<file path="src/rtl/pwr_ctl_pkg.sv">
// Constants and types for power-mode and reset control
// Notes on behaviour
// - Five operating states exist: normal, sleep, dead, stop and unpowered, each permitting its own functions.
// - With run/stop high and the supply at or above 4.5 V, power-save bit 1 selects normal operation and 0 selects sleep.
// - Sleep blocks new flash writes, halts flash reads and conversion, puts the regulator in low power and holds the outputs.
// - A main supply below 4.5 V blocks flash writes, stops conversion and regulator, and is flagged in status.
// - Power-on reset follows run/stop going low and a joint rise of supply and run/stop from unpowered.
// - Power-on reset clears control, flash and conversion state, outputs, port and result registers, CRC and address.
// - Power-on reset sets status bit 9 to tell software a reset occurred.
// - A port write reaches the output pins about 1.0 us after the closing stop condition.
// - An eight-byte flash write takes typically 53.0 ms and the address is acknowledged again only once it completes or is aborted.
// - A conversion takes one voltage channel and the current channel at 10 bits and flags its end after 80 ms.
// - The output pins follow the port register written by the host.
package pwr_ctl_pkg;
   localparam int unsigned CLK_HZ = 20_000_000;
   localparam int unsigned POR_TIME_NS = 20_000;
   localparam int unsigned MODE_SHIFT_NS = 12_000;
   localparam int unsigned PORT_DELAY_NS = 1_000;
   localparam int unsigned FLASH_WRITE_US = 53_000;
   localparam int unsigned ADC_CONV_US = 80_000;
   localparam int unsigned CLK_NS = 1_000_000_000 / CLK_HZ;
   localparam int unsigned POR_CYC = (POR_TIME_NS + CLK_NS - 1) / CLK_NS;
   localparam int unsigned MODE_SHIFT_CYC = (MODE_SHIFT_NS + CLK_NS - 1) / CLK_NS;
   localparam int unsigned PORT_DELAY_CYC = PORT_DELAY_NS / CLK_NS;
   localparam int unsigned FLASH_WRITE_CYC = FLASH_WRITE_US * (CLK_HZ / 1_000_000);
   localparam int unsigned ADC_CONV_CYC = ADC_CONV_US * (CLK_HZ / 1_000_000);
   localparam int CNT_W = 24;
   localparam int PORT_W = 4;
   localparam int ADC_W = 10;
   localparam int ADDR_W = 8;
   localparam int STAT_W = 16;
   localparam int STAT_SAVE_BIT = 0;
   localparam int STAT_DEAD_BIT = 1;
   localparam int STAT_POR_BIT = 9;
   localparam logic [ADDR_W-1:0] ADDR_RST = 8'h00;
   localparam logic [PORT_W-1:0] PORT_RST = 4'h0;
   localparam logic [ADC_W-1:0] ADC_RST = 10'h000;
   localparam logic [7:0] CRC_RST = 8'h00;
   typedef enum logic [2:0]
   {
      MODE_NORMAL = 3'b000,
      MODE_SLEEP = 3'b001,
      MODE_DEAD = 3'b010,
      MODE_STOP = 3'b011,
      MODE_UNPOWERED = 3'b100
   } pwr_mode_e;
endpackage

</file>
<file path="src/rtl/delay_timer.sv">
// One-shot cycle timer with done pulse
`timescale 1ns/1ps
module delay_timer
   import pwr_ctl_pkg::*;
(
   input wire logic sys_clk_in, // Clock
   input wire logic rst_n_in, // Async reset
   input wire logic clear_in, // Abort and idle
   input wire logic start_in, // Load count
   input wire logic [CNT_W-1:0] count_in, // Cycles to run
   output logic busy_out, // Running
   output logic done_out // One-cycle end pulse
);
   logic [CNT_W-1:0] cnt_r, cnt_nxt;
   logic busy_r, busy_nxt, done_r, done_nxt;
   always_comb
   begin
      cnt_nxt = cnt_r;
      busy_nxt = busy_r;
      done_nxt = 1'b0;
      if (clear_in)
      begin
         busy_nxt = 1'b0;
         cnt_nxt = '0;
      end
      else if (start_in)
      begin
         busy_nxt = 1'b1;
         cnt_nxt = count_in;
      end
      else if (busy_r)
      begin
         if (cnt_r <= 24'h000001)
         begin
            busy_nxt = 1'b0;
            done_nxt = 1'b1;
         end
         else
            cnt_nxt = cnt_r - 24'h000001;
      end
   end
   always_ff @(posedge sys_clk_in or negedge rst_n_in)
   begin
      if (!rst_n_in)
      begin
         cnt_r <= '0;
         busy_r <= 1'b0;
         done_r <= 1'b0;
      end
      else
      begin
         cnt_r <= cnt_nxt;
         busy_r <= busy_nxt;
         done_r <= done_nxt;
      end
   end
   assign busy_out = busy_r;
   assign done_out = done_r;
endmodule // delay_timer

</file>
<file path="src/rtl/por_gen.sv">
// Power-on reset pulse generator
`timescale 1ns/1ps
module por_gen
   import pwr_ctl_pkg::*;
(
   input wire logic sys_clk_in, // Clock
   input wire logic rst_n_in, // Async reset
   input wire logic run_stop_input_in, // Run/stop pin level
   output logic por_active_out, // Reset period in progress
   output logic por_pulse_out // One cycle at reset start
);
   logic run_q_r, run_q_nxt;
   logic [CNT_W-1:0] cnt_r, cnt_nxt;
   logic pulse_r, pulse_nxt;
   always_comb
   begin
      run_q_nxt = run_stop_input_in;
      pulse_nxt = 1'b0;
      cnt_nxt = cnt_r;
      if (!run_stop_input_in)
         cnt_nxt = CNT_W'(POR_CYC);
      else if (!run_q_r)
      begin
         pulse_nxt = 1'b1;
         cnt_nxt = CNT_W'(POR_CYC);
      end
      else if (cnt_r != '0)
         cnt_nxt = cnt_r - 24'h000001;
   end
   always_ff @(posedge sys_clk_in or negedge rst_n_in)
   begin
      if (!rst_n_in)
      begin
         run_q_r <= 1'b0;
         cnt_r <= CNT_W'(POR_CYC);
         pulse_r <= 1'b1;
      end
      else
      begin
         run_q_r <= run_q_nxt;
         cnt_r <= cnt_nxt;
         pulse_r <= pulse_nxt;
      end
   end
   assign por_active_out = (cnt_r != '0) || !run_stop_input_in;
   assign por_pulse_out = pulse_r;
endmodule // por_gen

</file>
<file path="src/rtl/pwr_mode_ctl.sv">
// Power-mode, reset effects and operation timing control
`timescale 1ns/1ps
module pwr_mode_ctl
   import pwr_ctl_pkg::*;
(
   input wire logic sys_clk_in, // 20 MHz clock
   input wire logic rst_n_in, // Async reset, active low
   input wire logic run_stop_input_in, // Run/stop pin
   input wire logic main_supply_ok_in, // Supply at or above 4.5 V
   input wire logic stop_cond_in, // Stop condition pulse
   input wire logic save_wr_in, // Power-save write, at stop
   input wire logic save_val_in, // Power-save value
   input wire logic port_wr_in, // Port write, at stop
   input wire logic [PORT_W-1:0] port_val_in, // Port data
   input wire logic flash_wr_req_in, // 8-byte write, at stop
   input wire logic adc_req_in, // Conversion, at stop
   input wire logic [1:0] adc_chan_in, // Voltage channel
   input wire logic [ADC_W-1:0] adc_volt_in, // Voltage sample
   input wire logic [ADC_W-1:0] adc_curr_in, // Current sample
   input wire logic [ADDR_W-1:0] addr_wr_in, // Address register load
   input wire logic addr_load_in, // Address load strobe
   input wire logic [7:0] crc_in, // CRC next value
   input wire logic crc_load_in, // CRC load strobe
   input wire logic por_flag_clr_in, // Clear reset flag
   output logic [PORT_W-1:0] general_output_pins_out, // Port pins
   output logic [2:0] mode_out, // Current mode code
   output logic reg_normal_out, // Regulator full power
   output logic reg_low_power_out, // Regulator low power
   output logic flash_wr_en_out, // Flash write allowed
   output logic flash_rd_en_out, // Flash read allowed
   output logic adc_en_out, // Conversion allowed
   output logic flash_busy_out, // Flash write in progress
   output logic addr_ack_en_out, // Slave address may be acked
   output logic bus_hold_off_out, // Reset or mode shift period
   output logic adc_end_out, // Conversion-end flag
   output logic [1:0] adc_chan_out, // Converted channel
   output logic [ADC_W-1:0] adc_volt_out, // Voltage result
   output logic [ADC_W-1:0] adc_curr_out, // Current result
   output logic [STAT_W-1:0] power_status_out, // Power status word
   output logic [ADDR_W-1:0] addr_out, // Internal address
   output logic [7:0] crc_out // CRC state
);
   logic por_active, por_pulse;
   logic ft_busy, ft_done, at_busy, at_done, pt_done, mt_busy;
   logic save_r, save_nxt, por_flag_r, por_flag_nxt;
   logic [PORT_W-1:0] port_r, port_nxt, pin_r, pin_nxt, pend_r, pend_nxt;
   logic adc_end_r, adc_end_nxt;
   logic [1:0] chan_r, chan_nxt, chan_q_r, chan_q_nxt;
   logic [ADC_W-1:0] volt_r, volt_nxt, curr_r, curr_nxt;
   logic [ADDR_W-1:0] addr_r, addr_nxt;
   logic [7:0] crc_r, crc_nxt;
   pwr_mode_e mode;
   logic normal, flash_go, adc_go, save_go, port_go, clr;

   por_gen u_por
   (
      .sys_clk_in(sys_clk_in),
      .rst_n_in(rst_n_in),
      .run_stop_input_in(run_stop_input_in),
      .por_active_out(por_active),
      .por_pulse_out(por_pulse)
   );

   always_comb
   begin
      if (!run_stop_input_in)
         mode = main_supply_ok_in ? MODE_STOP : MODE_UNPOWERED;
      else if (!main_supply_ok_in)
         mode = MODE_DEAD;
      else if (save_r)
         mode = MODE_NORMAL;
      else
         mode = MODE_SLEEP;
   end

   assign normal = (mode == MODE_NORMAL) && !mt_busy && !por_active;
   assign clr = por_pulse || !run_stop_input_in;
   assign flash_go = flash_wr_req_in && normal && !ft_busy;
   assign adc_go = adc_req_in && normal && !at_busy;
   assign save_go = save_wr_in && !por_active && (save_val_in != save_r);
   assign port_go = port_wr_in && (mode == MODE_NORMAL);

   delay_timer u_flash_tmr
   (
      .sys_clk_in(sys_clk_in),
      .rst_n_in(rst_n_in),
      .clear_in(clr || !main_supply_ok_in),
      .start_in(flash_go),
      .count_in(CNT_W'(FLASH_WRITE_CYC)),
      .busy_out(ft_busy),
      .done_out(ft_done)
   );
   delay_timer u_adc_tmr
   (
      .sys_clk_in(sys_clk_in),
      .rst_n_in(rst_n_in),
      .clear_in(clr || mode != MODE_NORMAL),
      .start_in(adc_go),
      .count_in(CNT_W'(ADC_CONV_CYC)),
      .busy_out(at_busy),
      .done_out(at_done)
   );
   delay_timer u_port_tmr
   (
      .sys_clk_in(sys_clk_in),
      .rst_n_in(rst_n_in),
      .clear_in(clr),
      .start_in(port_go),
      .count_in(CNT_W'(PORT_DELAY_CYC)),
      .busy_out(),
      .done_out(pt_done)
   );
   delay_timer u_mode_tmr
   (
      .sys_clk_in(sys_clk_in),
      .rst_n_in(rst_n_in),
      .clear_in(clr),
      .start_in(save_go),
      .count_in(CNT_W'(MODE_SHIFT_CYC)),
      .busy_out(mt_busy),
      .done_out()
   );

   always_comb
   begin
      save_nxt = save_r;
      por_flag_nxt = por_flag_r;
      port_nxt = port_r;
      pend_nxt = pend_r;
      pin_nxt = pin_r;
      adc_end_nxt = adc_end_r;
      chan_nxt = chan_r;
      chan_q_nxt = chan_q_r;
      volt_nxt = volt_r;
      curr_nxt = curr_r;
      addr_nxt = addr_r;
      crc_nxt = crc_r;
      if (clr)
      begin
         save_nxt = 1'b1;
         por_flag_nxt = 1'b1;
         port_nxt = PORT_RST;
         pend_nxt = PORT_RST;
         pin_nxt = PORT_RST;
         adc_end_nxt = 1'b0;
         chan_nxt = 2'h0;
         chan_q_nxt = 2'h0;
         volt_nxt = ADC_RST;
         curr_nxt = ADC_RST;
         addr_nxt = ADDR_RST;
         crc_nxt = CRC_RST;
      end
      else
      begin
         if (save_go)
            save_nxt = save_val_in;
         if (por_flag_clr_in)
            por_flag_nxt = 1'b0;
         if (port_go)
         begin
            port_nxt = port_val_in;
            pend_nxt = port_val_in;
         end
         if (pt_done)
            pin_nxt = pend_r;
         if (adc_go)
         begin
            adc_end_nxt = 1'b0;
            chan_q_nxt = adc_chan_in;
         end
         else if (at_done)
         begin
            adc_end_nxt = 1'b1;
            chan_nxt = chan_q_r;
            volt_nxt = adc_volt_in;
            curr_nxt = adc_curr_in;
         end
         if (addr_load_in)
            addr_nxt = addr_wr_in;
         if (crc_load_in)
            crc_nxt = crc_in;
      end
   end

   always_ff @(posedge sys_clk_in or negedge rst_n_in)
   begin
      if (!rst_n_in)
      begin
         save_r <= 1'b1;
         por_flag_r <= 1'b1;
         port_r <= PORT_RST;
         pend_r <= PORT_RST;
         pin_r <= PORT_RST;
         adc_end_r <= 1'b0;
         chan_r <= 2'h0;
         chan_q_r <= 2'h0;
         volt_r <= ADC_RST;
         curr_r <= ADC_RST;
         addr_r <= ADDR_RST;
         crc_r <= CRC_RST;
      end
      else
      begin
         save_r <= save_nxt;
         por_flag_r <= por_flag_nxt;
         port_r <= port_nxt;
         pend_r <= pend_nxt;
         pin_r <= pin_nxt;
         adc_end_r <= adc_end_nxt;
         chan_r <= chan_nxt;
         chan_q_r <= chan_q_nxt;
         volt_r <= volt_nxt;
         curr_r <= curr_nxt;
         addr_r <= addr_nxt;
         crc_r <= crc_nxt;
      end
   end

   always_comb
   begin
      power_status_out = '0;
      power_status_out[STAT_SAVE_BIT] = save_r;
      power_status_out[STAT_DEAD_BIT] = !main_supply_ok_in;
      power_status_out[STAT_POR_BIT] = por_flag_r;
   end

   assign general_output_pins_out = pin_r;
   assign mode_out = mode;
   assign reg_normal_out = (mode == MODE_NORMAL);
   assign reg_low_power_out = (mode == MODE_SLEEP);
   assign flash_wr_en_out = normal;
   assign flash_rd_en_out = normal;
   assign adc_en_out = normal;
   assign flash_busy_out = ft_busy;
   assign addr_ack_en_out = !ft_busy && !por_active;
   assign bus_hold_off_out = por_active || mt_busy;
   assign adc_end_out = adc_end_r;
   assign adc_chan_out = chan_r;
   assign adc_volt_out = volt_r;
   assign adc_curr_out = curr_r;
   assign addr_out = addr_r;
   assign crc_out = crc_r;
endmodule // pwr_mode_ctl

</file>
<file path="config.mk">
export PLATFORM = sky130hd
export DESIGN_NAME = pwr_mode_ctl
export DESIGN_NICKNAME = d
export VERILOG_FILES = /design/src/rtl/pwr_ctl_pkg.sv /design/src/rtl/delay_timer.sv /design/src/rtl/por_gen.sv /design/src/rtl/pwr_mode_ctl.sv
export SDC_FILE = /design/constraint.sdc
export NUM_CORES = 1
export LEC_CHECK = 0
export ABC_CLOCK_PERIOD_IN_PS = 5600
export BUFFER_PORTS_ARGS = -buffer_cell sky130_fd_sc_hd__buf_2
export CAP_MARGIN = 20
export CORE_ASPECT_RATIO = 0.6
export CORE_MARGIN = 2
export CORE_UTILIZATION = 50
export CTS_CLUSTER_DIAMETER = 60
export DETAILED_ROUTE_END_ITERATION = 10
export GPL_ROUTABILITY_DRIVEN = 0
export PLACE_DENSITY = 0.73
export SYNTH_ARGS = -nofsm -noshare
export SYNTH_HDL_FRONTEND = slang
export SYNTH_SLANG_ARGS = --single-unit
</file>
<file path="constraint.sdc">
create_clock -name sys_clk_in -period 5.6 [get_ports sys_clk_in]
set_input_delay 1.12 -clock sys_clk_in [delete_from_list [all_inputs] [get_ports sys_clk_in]]
set_output_delay 1.12 -clock sys_clk_in [all_outputs]
set_load 0.005 [all_outputs]
</file>
==> metrics.txt <==
status complete, no violations; clk_lat worst skew 0.44 ns; Post-synth EDFFs 0; GRT Overall Usage 21.93%; worst relative slew slack 34.55%; number of global-route vias before repair 6578; drt total wl 20.68 mm; TritonCTS buffer count 17; Area Overhead vs Synth 13.73%; WP data required 4.48 ns; share of cells above drive strength 1 17.46%; initial antenna violation count 0; Main synth FF type dfrtp_1; Mapped Cells 923; # hold bufs at CTS 0; Root Driver clkbuf_16; Final Power 2.660 mW; Final Instance Count excl. Fillers 1271; most common cell after layout, fill and taps aside dfrtp_1; Core Area 17920 um2; met1 wire length 10.32 mm; htree depth 4; Initial Util 50.54%; Max Slew Vio Count 0; Mean Syn Cell Area 9.814 um2; # DRC 0; DP Worst Slack 1.533 ns; crit path launch type flip-flop; critical-path cell list or4_1, or4_1, nor3_4, nand2b_1, nor4_1, buf_2; Max Freq 233.9 MHz; remaining antenna violation count 0; Total Nets Final 1084; n_diodes 0; uppermost layer routed met4; Max-cap violations 0; Crit path buffers/inverters 1; CTS tree done; Synth Warn # 0; Die Area 19250 um2; Final min period 4.275 ns; Seq/Total Area, Yosys 49.53%; slowest CP cell or4_1; RSZ-0062 raised after global routing no; total grt overflow 0; maximum fanout along the worst path 7; worst-margin pin slew 0.9817 ns; Lkg Pwr 4.928 nW; Hold Fails Final Rpt 0; via count 7187; DR pass1 iterations 5; Mapped Area 9059 um2; Final Cycle Share 76.34%; Yosys reg bits 179; most area-consuming cells after synthesis dfrtp_1 (48%), nor2_1 (5.8%), xnor2_1 (3.1%); DP Wirelength 14.39 mm; final setup margin 1.325 ns; Bufs on Longest Clock Path 2; CP peak stage delay 0.78 ns; met3 WL post-DR 1.294 mm; setup violators final 0; postcts setup bufs 0; Ports 125; Setup crit end kind output port; Die Ht 108.3 um; clock slew at reported path FFs 0.07 ns; Synth async-reset ratio 100.0%; row count 38; most frequent cells in the layout dfrtp_1 (173), nor2_1 (139), buf_2 (109); clk sink count 179; pin count of the biggest net entering global routing 97; global-route wire length before repair 33.10 mm; Power per Cell Area 258.2 nW/um2; setup_tns 0 ns; post-cts resize count 0; Avg WL per Cell 16.27 um; maximum VDD drop 0.1847 mV; cell family with most CP delay simple AND/OR/NAND/NOR gates; Placed Cells 1239; die width 177.8 um; met2 WL 8.800 mm; crit-path most repeated cell or4_1; Worst Hold Class flip-flop to flip-flop; Netlist cell types 70; share of the synthesized area in the top cell type 47.79%; largest area contributor in the netlist dfrtp_1; crit path DAT 3.16 ns; IO Port Bufs 110; vias per cell 5.655; initial DRC count 476; Final Skew 0.01389 ns; Crit Path Class flip-flop to output port
==> cell usage after synthesis (18+ instances only) <==
library cell / count
a21oi_1: 45
a22o_1: 22
buf_4: 19
clkbuf_1: 20
dfrtp_1: 173
inv_1: 19
mux2i_1: 24
nand2_1: 56
nand3_1: 36
nor2_1: 139
nor3_1: 51
nor4_1: 29
o21ai_0: 43
or4_1: 18
xnor2_1: 32
xor2_1: 29
==> registers in the layout, indices dropped and copies added, names as in the netlist <==
name	cells
adc_chan_out	2
adc_end_out	1
u_mode_tmr.cnt_r	24
u_flash_tmr.busy_out	1
save_r	1
u_flash_tmr.cnt_r	24
u_mode_tmr.busy_out	1
u_port_tmr.busy_out	1
u_por.run_q_r	1
adc_volt_out	10
chan_q_r	2
u_adc_tmr.busy_out	1
crc_out	8
u_por.cnt_r	24
u_port_tmr.cnt_r	24
adc_curr_out	10
u_adc_tmr.cnt_r	24
por_flag_r	1
u_port_tmr.done_out	1
general_output_pins_out	4
u_adc_tmr.done_out	1
u_por.por_pulse_out	1
pend_r	4
addr_out	8
==> cells by family (layout without fill, tap and decap cells) <==
group,after synthesis,count (layout),synth area share (%)
xor+xnor,61,61,5.898
compound gates,164,164,12.58
flops,179,179,49.53
simple gates,413,413,23.81
other cells,1,13,0.04140
buf+inv,70,166,3.964
fa+ha+maj,11,11,1.519
mux,24,24,2.652
==> where the power goes <==
part	internal [mW]	leakage (nW)	switching, mW
sequential	1.31	2.47	0.0110
clock	0.623	0.286	0.546
combinational	0.0573	2.18	0.117
total	1.99	4.93	0.674
==> worst register-to-register path, stage by stage, from the launching register on <==
cell and delay [ns]:
dfrtp_1 0.43, or4_1 0.70, or4_1 0.78, nor3_4 0.24
buf_4 0.25, nand3_1 0.30, nand2_1 0.61, nor2_1 0.16
==> routing by layer <==
| layer | vias to the layer above | GRT usage (%) |
|---|---|---|
| li1 | 3476 | - |
| met1 | 3458 | 33.23 |
| met2 | 228 | 32.03 |
| met3 | 25 | 3.622 |
| met4 | 0 | 7.084 |
| met5 | - | 0 |
==> metrics by stage <==
step	area (um2)	util, %	hold slack, ns
6_report	10300	57.48	0.4743
5_1_grt	10300	57.48	0.4996
4_1_cts	10300	57.48	0.4778
3_5_place_dp	9727	54.26	0.4627
3_3_place_gp	9727	54.26	0.4619
2_1_floorplan	9104	-	0.4368
==> layout make-up <==
cell class | count | area, um2
sequential | 179 | 4487
inverter | 19 | 71.32
multi-input combinational | 686 | 4262
tap | 240 | 300.3
timing repair buffer | 115 | 606.8
clock buffer | 21 | 470.5
fill | 1560 | 7622
clock inverter | 11 | 105.1
==> path summary, 6_finish.rpt <==
check / from / slack, ns / endpoint / cells after the start
max in group asynchronous: rst_n_in / 3.89 / u_por.por_pulse_out$_DFF_PN1_ / 2
max reg2reg: u_por.cnt_r[3]$_DFFE_PN0P_ / 1.99 / u_mode_tmr.cnt_r[2]$_DFFE_PN0P_ / 7
min reg2reg: u_flash_tmr.cnt_r[23]$_DFFE_PN0P_ / 0.47 / u_flash_tmr.cnt_r[23]$_DFFE_PN0P_ / 1
min: u_flash_tmr.cnt_r[23]$_DFFE_PN0P_ / 0.47 / u_flash_tmr.cnt_r[23]$_DFFE_PN0P_ / 1
min in group asynchronous: rst_n_in / 0.72 / adc_volt_out[7]$_DFFE_PN0P_ / 1
max: u_por.cnt_r[3]$_DFFE_PN0P_ / 1.32 / adc_en_out / 6
Power figures use the tool's default switching activity.
